===== config.mk =====
export PLATFORM = sky130hd
export DESIGN_NAME = adc_conversion_scan_control
export DESIGN_NICKNAME = d
export VERILOG_FILES = /design/src/rtl/adc_scan_pkg.sv /design/src/rtl/adc_conversion_scan_control.sv /design/src/rtl/result_buffer.sv
export VERILOG_INCLUDE_DIRS = /design/src /design/src/rtl
export SDC_FILE = /design/constraint.sdc
export NUM_CORES = 1
export LEC_CHECK = 0
export ABC_CLOCK_PERIOD_IN_PS = 3400
export BUFFER_PORTS_ARGS = -buffer_cell sky130_fd_sc_hd__buf_2
export CORE_ASPECT_RATIO = 2
export CORE_MARGIN = 2
export CORE_UTILIZATION = 42
export CTS_CLUSTER_DIAMETER = 80
export DETAILED_ROUTE_END_ITERATION = 8
export GPL_TIMING_DRIVEN = 0
export PLACE_DENSITY_LB_ADDON = 0.12
export SETUP_SLACK_MARGIN = 0.5
export SLEW_MARGIN = 30
export SYNTH_ARGS = -nofsm -noshare
export SYNTH_HDL_FRONTEND = slang
export SYNTH_SLANG_ARGS = --single-unit

===== constraint.sdc =====
create_clock -name clock -period 3.4 [get_ports clock]
set_input_delay 0.34 -clock clock [delete_from_list [all_inputs] [get_ports clock]]
set_output_delay 0.34 -clock clock [all_outputs]
set_load 0.03 [all_outputs]

===== src/rtl/adc_scan_consts.svh =====
// Timing counts, field positions and reset values of the scan controller
`ifndef ADC_SCAN_CONSTS_SVH
`define ADC_SCAN_CONSTS_SVH

// ============================================================
// Clock
`define CLK_PERIOD_NS 50

// ============================================================
// Conversion and acquisition times
`define CONV_TYP_NS 550
`define CONV_MAX_NS 650
`define CONV_CYCLES (`CONV_MAX_NS / `CLK_PERIOD_NS)
`define ACQ_MAX_NS 150
`define ACQ_CYCLES (`ACQ_MAX_NS / `CLK_PERIOD_NS)
`define THROUGHPUT_NS 800

// ============================================================
// Wake-up times
`define NAP_WAKE_NS 200
`define NAP_WAKE_CYCLES (`NAP_WAKE_NS / `CLK_PERIOD_NS)
`define SLEEP_WAKE_MS 10
`define SLEEP_WAKE_CYCLES (`SLEEP_WAKE_MS * 1000000 / `CLK_PERIOD_NS)

// ============================================================
// Output word layout
`define RESULT_BITS 12
`define TAG_BITS 4
`define WORD_BITS 16
`define ADDR_BITS 3
`define DIFFERENTIAL_SELECT_STEP 3'h2
`define SINGLE_STEP 3'h1
`define ADDR_RESET 3'h0
`define WORD_RESET 16'h0000
`define BUFFER_DEPTH 2

`endif


===== src/rtl/adc_scan_pkg.sv =====
// Types shared by the scan controller files
package adc_scan_pkg;

    // ============================================================
    // Controller states
    typedef enum logic [2:0] {
        st_ready,
        st_convert,
        st_finish,
        st_acquire,
        st_shutdown,
        st_wake
    } ctrl_state_type;

endpackage : adc_scan_pkg


===== src/rtl/adc_conversion_scan_control.sv =====
// Conversion, shutdown, output enable and scan control of the converter
`timescale 1ns/100ps
`include "adc_scan_consts.svh"
module adc_conversion_scan_control
    import adc_scan_pkg::*;
#(
    parameter int RESULT_WIDTH = `RESULT_BITS,
    parameter int CONV_CYCLES = `CONV_CYCLES,
    parameter int ACQ_CYCLES = `ACQ_CYCLES,
    parameter int NAP_WAKE_CYCLES = `NAP_WAKE_CYCLES,
    parameter int SLEEP_WAKE_CYCLES = `SLEEP_WAKE_CYCLES
)
(
    // Clock and reset
    input wire logic clock,
    input wire logic sys_rst,
    // Processor strobes
    input wire logic conversion_start_n,
    input wire logic chip_select_n,
    input wire logic read_n,
    input wire logic write_n,
    input wire logic power_down_n,
    // Mode and configuration pins
    input wire logic mode_select_hi,
    input wire logic mode_select_lo,
    input wire logic [`ADDR_BITS-1:0] mux_address_in,
    input wire logic differential_select,
    input wire logic gain_range_select,
    input wire logic polarity_select,
    // Raw offset-binary code from the converter core
    input wire logic [RESULT_WIDTH-1:0] core_code,
    // Status
    output logic busy_n,
    output logic nap_mode,
    output logic sleep_mode,
    // Parallel data pins
    output logic [RESULT_WIDTH+`TAG_BITS-1:0] data_out,
    output logic data_oe,
    output logic [`ADDR_BITS-1:0] mux_address_out,
    output logic differential_flag_out,
    // Analog front-end steering
    output logic [`ADDR_BITS-1:0] mux_select,
    output logic mux_differential,
    output logic mux_gain,
    output logic track_enable,
    // Result stream
    output logic result_valid,
    input wire logic result_ready,
    output logic [RESULT_WIDTH+`TAG_BITS-1:0] result_word
);

    localparam int WW = RESULT_WIDTH + `TAG_BITS;
    localparam int TW = $clog2(SLEEP_WAKE_CYCLES + CONV_CYCLES + 1);

    // ============================================================
    // State
    ctrl_state_type state;
    ctrl_state_type next_state;
    logic [TW-1:0] timer;
    logic [TW-1:0] next_timer;
    logic start_prev;
    logic mode_lo_prev;
    logic sleep_chosen;
    logic [`ADDR_BITS-1:0] scan_count;
    logic [`ADDR_BITS-1:0] next_scan_count;
    logic [`ADDR_BITS-1:0] held_addr;
    logic held_differential_select;
    logic held_gain;
    logic held_pol;
    logic cur_pol;
    logic [WW-1:0] next_word;

    // ============================================================
    // Decoding
    wire scan_mode = ~mode_select_hi & mode_select_lo;
    wire direct_mode = ~mode_select_hi & ~mode_select_lo;
    wire sequencer_mode = mode_select_hi;
    wire start_fall = start_prev & ~conversion_start_n;
    wire in_shutdown = ~power_down_n;
    wire timer_done = (timer == '0);
    wire buf_ready;
    wire mode_lo_changed = mode_lo_prev ^ mode_select_lo;

    wire [`ADDR_BITS-1:0] eff_addr = write_n ? held_addr : mux_address_in;
    wire eff_differential_select = write_n ? held_differential_select : differential_select;
    wire eff_gain = write_n ? held_gain : gain_range_select;
    wire eff_pol = write_n ? held_pol : polarity_select;

    wire [`ADDR_BITS-1:0] scan_addr =
        eff_differential_select ? {scan_count[`ADDR_BITS-1:1], 1'b0} : scan_count;

    wire [`ADDR_BITS-1:0] conv_addr = scan_mode ? scan_addr : eff_addr;

    // only accepted from the ready state
    // Sequencer modes are not built here, so their starts are refused
    wire start_ok = start_fall & ~chip_select_n & ~sequencer_mode &
        (state == st_ready);

    wire finish_push = (state == st_finish) & buf_ready;

    // bipolar flips the sign bit of the offset-binary code
    function automatic logic [RESULT_WIDTH-1:0] code_format(
        input logic [RESULT_WIDTH-1:0] code,
        input logic bipolar
    );
        code_format = code;
        if (bipolar)
            code_format[RESULT_WIDTH-1] = ~code[RESULT_WIDTH-1];
    endfunction : code_format

    // tag is differential flag then address, above the result
    assign next_word = {mux_differential, mux_select,
        code_format(core_code, cur_pol)};

    // ============================================================
    // Next state
    always_comb
    begin
        next_state = state;
        next_timer = timer;
        if (in_shutdown)
        begin
            // shutdown overrides everything, even a running conversion
            next_state = st_shutdown;
            next_timer = '0;
        end
        else
        begin
            unique case (state)
                st_ready:
                begin
                    if (start_ok)
                    begin
                        next_state = st_convert;
                        next_timer = TW'(CONV_CYCLES - 1);
                    end
                end
                st_convert:
                begin
                    if (timer_done)
                        next_state = st_finish;
                    else
                        next_timer = timer - 1'b1;
                end
                st_finish:
                begin
                    // A full buffer holds busy low rather than drop a word
                    if (buf_ready)
                    begin
                        // acquisition window before the next start
                        next_state = st_acquire;
                        next_timer = TW'(ACQ_CYCLES - 1);
                    end
                end
                st_acquire:
                begin
                    if (timer_done)
                        next_state = st_ready;
                    else
                        next_timer = timer - 1'b1;
                end
                st_shutdown:
                begin
                    // sleep or nap wake time, picked by sleep_chosen, for the reference to settle
                    next_state = st_wake;
                    next_timer = sleep_chosen ?
                        TW'(SLEEP_WAKE_CYCLES - 1) : TW'(NAP_WAKE_CYCLES - 1);
                end
                st_wake:
                begin
                    if (timer_done)
                        next_state = st_ready;
                    else
                        next_timer = timer - 1'b1;
                end
            endcase
        end
    end

    always_ff @(posedge clock)
    begin
        if (sys_rst)
        begin
            state <= st_ready;
            timer <= '0;
        end
        else
        begin
            state <= next_state;
            timer <= next_timer;
        end
    end

    // ============================================================
    // Edge history
    always_ff @(posedge clock)
    begin
        if (sys_rst)
        begin
            start_prev <= 1'b1;
            mode_lo_prev <= 1'b0;
        end
        else
        begin
            start_prev <= conversion_start_n;
            mode_lo_prev <= mode_select_lo;
        end
    end

    // ============================================================
    // Shutdown type
    always_ff @(posedge clock)
    begin
        if (sys_rst)
        begin
            sleep_chosen <= 1'b0;
            nap_mode <= 1'b0;
            sleep_mode <= 1'b0;
        end
        else
        begin
            // chip select level chooses nap or sleep
            if (in_shutdown)
                sleep_chosen <= chip_select_n;
            nap_mode <= in_shutdown & ~chip_select_n;
            sleep_mode <= in_shutdown & chip_select_n;
        end
    end

    // ============================================================
    // Configuration hold
    always_ff @(posedge clock)
    begin
        if (sys_rst)
        begin
            held_addr <= `ADDR_RESET;
            held_differential_select <= 1'b0;
            held_gain <= 1'b0;
            held_pol <= 1'b0;
        end
        // follow pins while write low, keep while high
        else if (!write_n)
        begin
            held_addr <= mux_address_in;
            held_differential_select <= differential_select;
            held_gain <= gain_range_select;
            held_pol <= polarity_select;
        end
    end

    // ============================================================
    // Scan counter
    always_comb
    begin
        next_scan_count = scan_count;
        // any change of the low mode input clears the count
        if (mode_lo_changed)
            next_scan_count = `ADDR_RESET;
        // step by two for a pair, by one otherwise
        else if (finish_push && scan_mode)
            next_scan_count = mux_select +
                (mux_differential ? `DIFFERENTIAL_SELECT_STEP : `SINGLE_STEP);
    end

    always_ff @(posedge clock)
    begin
        if (sys_rst)
            scan_count <= `ADDR_RESET;
        else
            scan_count <= next_scan_count;
    end

    // ============================================================
    // Per-conversion setup
    always_ff @(posedge clock)
    begin
        if (sys_rst)
        begin
            mux_select <= `ADDR_RESET;
            mux_differential <= 1'b0;
            mux_gain <= 1'b0;
            cur_pol <= 1'b0;
        end
        // differential level taken fresh at each start
        else if (start_ok)
        begin
            mux_select <= conv_addr;
            mux_differential <= eff_differential_select;
            mux_gain <= eff_gain;
            cur_pol <= eff_pol;
        end
    end

    // ============================================================
    // Busy and track
    always_ff @(posedge clock)
    begin
        if (sys_rst)
        begin
            busy_n <= 1'b1;
            track_enable <= 1'b1;
        end
        else
        begin
            // busy low from start until the result is stored
            busy_n <= ~(next_state == st_convert ||
                next_state == st_finish);
            track_enable <= (next_state == st_ready ||
                next_state == st_acquire);
        end
    end

    // ============================================================
    // Output word and pin drivers
    always_ff @(posedge clock)
    begin
        if (sys_rst)
        begin
            data_out <= `WORD_RESET;
            mux_address_out <= `ADDR_RESET;
            differential_flag_out <= 1'b0;
        end
        // old word stays until the new one lands with busy rising
        // a read during conversion still returns the previous word
        // address of this conversion presented with its result
        else if (finish_push)
        begin
            data_out <= next_word;
            mux_address_out <= mux_select;
            differential_flag_out <= mux_differential;
        end
    end

    always_ff @(posedge clock)
    begin
        if (sys_rst)
            data_oe <= 1'b0;
        // drivers on only while read and select are low
        // both held low keep the drivers on continuously
        // drivers stay off until read and select are both low, whichever falls last
        else
            data_oe <= ~read_n & ~chip_select_n;
    end

    // ============================================================
    // Result stream
    result_buffer #(
        .WIDTH(WW),
        .DEPTH(`BUFFER_DEPTH)
    ) u_result_buffer (
        .clock(clock),
        .sys_rst(sys_rst),
        .in_valid(state == st_finish),
        .in_ready(buf_ready),
        .in_data(next_word),
        .out_valid(result_valid),
        .out_ready(result_ready),
        .out_data(result_word)
    );

    // Direct mode needs no logic of its own beyond the address select
    wire unused_direct = direct_mode;

endmodule : adc_conversion_scan_control


===== src/rtl/result_buffer.sv =====
// Two-entry shift buffer with valid and ready on both sides
`timescale 1ns/100ps
module result_buffer
    import adc_scan_pkg::*;
#(
    parameter int WIDTH = 16,
    parameter int DEPTH = 2
)
(
    // Clock and reset
    input wire logic clock,
    input wire logic sys_rst,
    // Filling side
    input wire logic in_valid,
    output logic in_ready,
    input wire logic [WIDTH-1:0] in_data,
    // Draining side
    output logic out_valid,
    input wire logic out_ready,
    output logic [WIDTH-1:0] out_data
);

    localparam int CW = $clog2(DEPTH + 1);

    logic [WIDTH-1:0] entry [DEPTH];
    logic [DEPTH-1:0] full;
    logic [CW-1:0] count;
    logic [CW-1:0] after_pop;
    logic [CW-1:0] next_count;
    wire pop = out_ready & full[0];
    wire push = in_valid & in_ready;

    // Head always sits in entry 0, so the output needs no read mux
    assign in_ready = ~full[DEPTH-1];
    assign out_valid = full[0];
    assign out_data = entry[0];
    assign after_pop = count - CW'(pop);
    assign next_count = after_pop + CW'(push);

    always_ff @(posedge clock)
    begin
        if (sys_rst)
            count <= '0;
        else
            count <= next_count;
    end

    // ============================================================
    // Storage
    generate
        for (genvar i = 0; i < DEPTH; i++)
        begin : g_entry
            always_ff @(posedge clock)
            begin
                if (sys_rst)
                    full[i] <= 1'b0;
                else
                    full[i] <= (CW'(i) < next_count);
            end
            always_ff @(posedge clock)
            begin
                if (push && after_pop == CW'(i))
                    entry[i] <= in_data;
                else if (pop && i + 1 < DEPTH)
                    entry[i] <= entry[(i + 1) % DEPTH];
            end
        end
    endgenerate

endmodule : result_buffer


### Word-level counts from Yosys, hierarchy flattened

Memories as Yosys holds them, arrays and structs flattened.
Cells that the tools add are included.
Widths: inputs -> output; s select.

| word-level totals | value |
|---|---|
| bits in writable memories | 32 |
| memories | 1 |
| bits of input ports | 28 |
| register bits after elaboration | 68 |
| output and inout port bits | 47 |
| logic and storage cells | 105 |

| cells by class | value |
|---|---|
| equal/unequal tests | 12 |
| $add $sub $neg | 4 |
| order comparisons | 2 |
| muxes and demuxes | 27 |
| bitwise operators | 20 |
| reductions and logical operators | 14 |

Memory list:

| memory | depth | bits a word | read ports | clocked after Yosys merged registers in | write ports | line | source |
|---|---|---|---|---|---|---|---|
| u_result_buffer.entry | 2 | 16 | 2 | 0 | 2 | result_buffer.sv:25 | `logic [WIDTH-1:0] entry [DEPTH];` |

Operator list:

| cell | number |
|---|---|
| $mux 18 | 4 |
| $pmux 18 s4 | 1 |
| $mux 3 | 7 |
| $logic_not 18->1 | 1 |
| $sub 18x1->18 const B | 1 |
| $mux 16 | 1 |
| $pmux 3 s5 | 1 |
| $eq 3x2->1 const B | 4 |
| $mux 1 | 12 |
| $and 1x1->1 | 10 |
| $not 1->1 | 8 |
| $eq 3x1->1 const B | 2 |
| $eq 3x3->1 const B | 2 |
| $logic_not 3->1 | 2 |
| $ne 2x2->1 const B | 3 |
| $reduce_or 2->1 | 3 |
| $lt 1x2->1 const A | 2 |
| $add 3x2->3 | 1 |
| $logic_and 1x1->1 | 3 |
| $reduce_and 3->1 | 1 |
| $reduce_or 3->1 | 1 |
| $add 2x1->2 | 1 |
| $eq 2x1->1 const B | 1 |
| $logic_not 2->1 | 1 |
| other kinds (5) | 6 |

### Longest topological paths before layout

| logic depth | value |
|---|---|
| depth after elaboration | 11 |
| gate-level depth with buffers | 10 |

### Cells and area by module

A second synthesis with hierarchy kept.

| unflattened totals | value |
|---|---|
| cells, all modules | 426 |
| area total of the unflattened synthesis | 4285.4 um^2 |

By module, submodules not included:

| module | area each (um^2) | seq. area each (um^2) | times used | cells each |
|---|---|---|---|---|
| adc_conversion_scan_control | 2781.4 | 1201.2 | 1 | 339 |
| result_buffer | 1503.9 | 1021.0 | 1 | 87 |

### Worst setup path before layout

OpenSTA, ideal clock, no wires.

| timing path | value |
|---|---|
| path type | reg-to-reg |
| from | reg state[1] |
| to | mem u_result_buffer.entry[1][0], in the netlist u_result_buffer.entry[0][16] (enable) |
| setup time | 0.409 ns |
| path slack | 0.817 ns |
| required time | 2.991 ns |
| buffers on the path | 2 |
| cell stages (with the launch flop) | 6 |
| arrival | 2.174 ns |
| cell sequence | dfxtp_1 > buf_2 > nor2b_1 > nand2_1 > clkbuf_1 > nor3_1 |

RTL lines:

| element | line | source |
|---|---|---|
| start: declaration | adc_conversion_scan_control.sv:57 | `ctrl_state_type state;` |
| start signal: assignment | adc_conversion_scan_control.sv:184 | `state <= st_ready;` |
| start signal: assignment | adc_conversion_scan_control.sv:189 | `state <= next_state;` |
| end: declaration | result_buffer.sv:25 |  |

### Worst setup path after layout

| timing path | value |
|---|---|
| from | reg state[1] |
| to | reg u_result_buffer.full[0], in the netlist u_result_buffer.out_valid |

| on the way | value |
|---|---|
| word-level cells in the longest chain between the ends | 4 |

Ends and longest elaborated chain:

| element | line | source |
|---|---|---|
| $eq 3x2->1 | - |  |
| $and 1x1->1 | - |  |
| via finish_push | adc_conversion_scan_control.sv:99 | `wire finish_push = (state == st_finish) & buf_ready;` |
| $add 2x1->2 | result_buffer.sv:38 | `assign next_count = after_pop + CW'(push);` |
| $lt 1x2->1 | result_buffer.sv:58 | `full[i] <= (CW'(i) < next_count);` |
| end signal: indexed assignment | result_buffer.sv:58 |  |
| end: declaration | result_buffer.sv:26 | `logic [DEPTH-1:0] full;` |

The timed path passes the listed nets, and every way through them passes these cells.
A chain may end at the register's enable or synchronous reset.

==> results.md <==
* Status: complete, no violations
* Clock sinks at 95
* Top cell type by total area after synthesis: dfxtp_1
* Rel. slew slack at 54.33%
* Worst Path Arrival at 2.82 ns
* Post-DRT Antenna Nets at 0
* Multi-input gate area at 0.001720 mm2
* Family with the most delay on the worst path: simple AND/OR/NAND/NOR gates
* Root buffer cell: clkbuf_16
* Total wire length at 9707 um
* CP Launch Type: register
* Slew Viols, Final at 0
* Sequential power share at 45.0%
* CP Max Fanout at 10
* Vias at 3222
* VDD IR-drop max at 0.0003105 V
* Via density at 5.090
* Register area share after synthesis at 52.61%
* Post-DP HPWL at 7478 um
* Worst EP required at 3.63 ns
* CTS tree: built
* Synth async-reset ratio at 0%
* RSZ-0062 raised after global routing: false
* Max_cap viols at 0
* Drt first-iter violations at 173
* IO Count at 75
* Final setup viols at 0
* Chip Width at 74.91 um
* Synth Flop Type: dfxtp_1
* Hold_buf cts at 0
* Clk pwr share at 35.7%
* Post-CTS setup buffer count at 0
* Post-CTS sizing at 0
* Int Pwr at 2.063 mW
* Slowest stage delay, CP at 0.41 ns
* Critical path cell sequence: buf_2 -> nor2b_1 -> nand2_1 -> inv_1 -> clkbuf_1 -> ha_1 -> xor2_1 -> xnor2_1 -> nor2_1 -> or2_2
* Netlist cell types at 50
* Share of cells above drive strength 1 at 26.95%
* Later-pin clock latency in the skew report at 0.34 ns
* Top-area cell type share of the netlist area at 29.86%
* Pre-CTS setup slack at 0.8091 ns
* Die height at 145.8 um
* Port bufs at 73
* Die area at 0.01092 mm2
* CP max-delay cell: clkbuf_1
* Final Critical Period at 2.598 ns
* Placed inst area at 0.004767 mm2
* Clock Path Buffers at 2
* GPL Wtd Cong at 0.9267
* Register area at 0.002222 mm2
* Post-synth EDFFs at 32
* CTS Buf Count at 9
* Initial antenna violation count at 0
* ANT cells at 0
* Clock Skew at 0.004163 ns
* First-pass GRT wire length at 15410 um
* Clock transition at path regs at 0.07 ns
* Vias in the first global route at 3190
* Critical setup path kind: reg -> reg
* Initial core utilization at 43.27%
* Final instance area at 0.005075 mm2
* Leakage at 2.081 nW
* Ys Warns at 0
* Final worst path period share at 76.41%
* #FFs+latches synth at 95
* Worst hold slack at 0.1792 ns
* Layout fillers at 926
* Largest net degree at the start of global routing at 17
* GRT overflow at 0
* Comb power frac at 19.4%
* Slew @ Worst Pin at 0.6814 ns
* Switching part of the total at 27.93%
* Number of remaining DRC errors at 0
* Top cells by area, synth: dfxtp_1 (30%), edfxtp_1 (23%), buf_4 (4.1%), nand2_1 (4.1%), a21oi_1 (3.1%)
* Pwr Density at 564.2 mW/mm2
* Wirelength per Cell at 15.33 um
* Final net count at 530
* Mapped Avg Cell Area at 10.28 um2
* Synthesized net count at 445
* Core Region at 0.009763 mm2
* Endpoints failing hold at 0
* CP bufs+invs at 3
* Layout Area Growth over Synthesis at 20.14%
* Num rows at 51
* Sw power at 0.7998 mW
* Hold Path Class: in -> reg
* Post-route setup slack at 0.8019 ns
* Crit path capture type: register
* CTS H-Tree Depth at 3
* Tot GR Track Use at 18.50%
* Gate Count Post-Synth at 411
* TritonRoute pass-1 iters at 4
* Setup TNS at 0 ns
* Post-Syn Area at 0.004224 mm2
* Max Fclk at 384.9 MHz
* Pwr Total at 2.863 mW
[final cells by class]
cell class | count | area share (%)
flip-flops and latches | 95 | 43.79
multi-input cells | 266 | 33.90
repair buffers | 74 | 7.347
plain buffers | 41 | 4.980
clock buffers | 10 | 4.709
well taps | 132 | 3.254
clock inverters | 6 | 1.356
inverters | 9 | 0.6657
[layer usage]
layer / vias up / wire [um] / global-route usage (%)
li1: 1606 / - / -
met1: 1523 / 3562 / 18.53
met2: 77 / 5606 / 35.22
met3: 16 / 308 / 3.324
met4: 0 / 229 / 7.232
met5: - / 0 / 0
[placed cells by master (no fill, tap or decap), types with 13 or more instances in the layout]
master	netlist	layout
nor2_1	31	31
a21oi_1	26	26
edfxtp_1	32	32
nand2_1	46	46
dfxtp_1	63	63
nor3_1	14	13
buf_4	23	24
buf_2	4	77
o21ai_0	15	15
[worst register-to-register path: stages, from the launching register on]
cell and delay, ns:
dfxtp_1 0.32, buf_2 0.20, nor2b_1 0.19, nand2_1 0.26, inv_1 0.17, clkbuf_1 0.41
ha_1 0.25, xor2_1 0.19, xnor2_1 0.14, nor2_1 0.07, or2_2 0.30
[synth_stat cells, types with 2 or more instances]
cell / count
dfxtp_1: 63
nand2_1: 46
edfxtp_1: 32
nor2_1: 31
a21oi_1: 26
buf_4: 23
o21ai_0: 15
nor3_1: 14
clkbuf_1: 10
mux2_1: 10
xor2_1: 10
inv_1: 9
mux2i_1: 8
nor4_1: 8
o211ai_1: 8
xnor2_1: 8
mux2_2: 6
nand2b_1: 6
nand3_1: 6
nor2b_1: 6
a22o_1: 5
ha_1: 5
o21ai_1: 5
a21o_1: 4
buf_2: 4
or3_1: 4
or4_1: 4
a211oi_1: 3
buf_1: 3
nand4_1: 3
a31oi_1: 2
nor4_2: 2
nor4b_1: 2
o21a_1: 2
or2_2: 2
or3b_1: 2
[per-stage QoR]
step / cells / util (%)
after global routing: 633 / 51.98
after detailed placement: 617 / 48.83
after CTS: 633 / 51.98
after floorplan: 411 / -
final: 633 / 51.98
after global placement: 616 / 48.70
[power by group through the flow]
stage,logic [mW],clock network [mW],registers (mW)
3_3_place_gp,0.545,0,1.31
4_1_cts,0.558,1.05,1.29
3_5_place_dp,0.555,0,1.31
5_1_grt,0.605,1.09,1.29
2_1_floorplan,0.396,0,1.32
6_report,0.554,1.02,1.29
[cell families after synthesis]
family                   after synthesis  synth area share, %
AND/OR/NAND/NOR                      143                17.77
flip-flops                            95                52.61
AO/OA/AOI/OAI                         75                10.99
buffers and inverters                 50                6.783
multiplexers                          24                6.161
XOR/XNOR                              18                3.732
adder cells (fa/ha/maj)                6                1.955
[worst paths after layout]
path                    start                        end  slack [ns]  cells past startpoint
setup reg to reg     state[1]  u_result_buffer.out_valid        0.80                     10
hold / removal         read_n                    data_oe        0.18                      2
setup / recovery     state[1]  u_result_buffer.out_valid        0.80                     10
hold reg to reg   data_out[3]                data_out[3]        0.45                      2
[registers in the layout (all words and copies together) (netlist names), 3 cells and up]
signal / cells
data_out: 16
mux_select: 3
u_result_buffer.entry: 32
scan_count: 3
held_addr: 3
timer: 18
state: 3
Power figures use the tool's default switching activity.
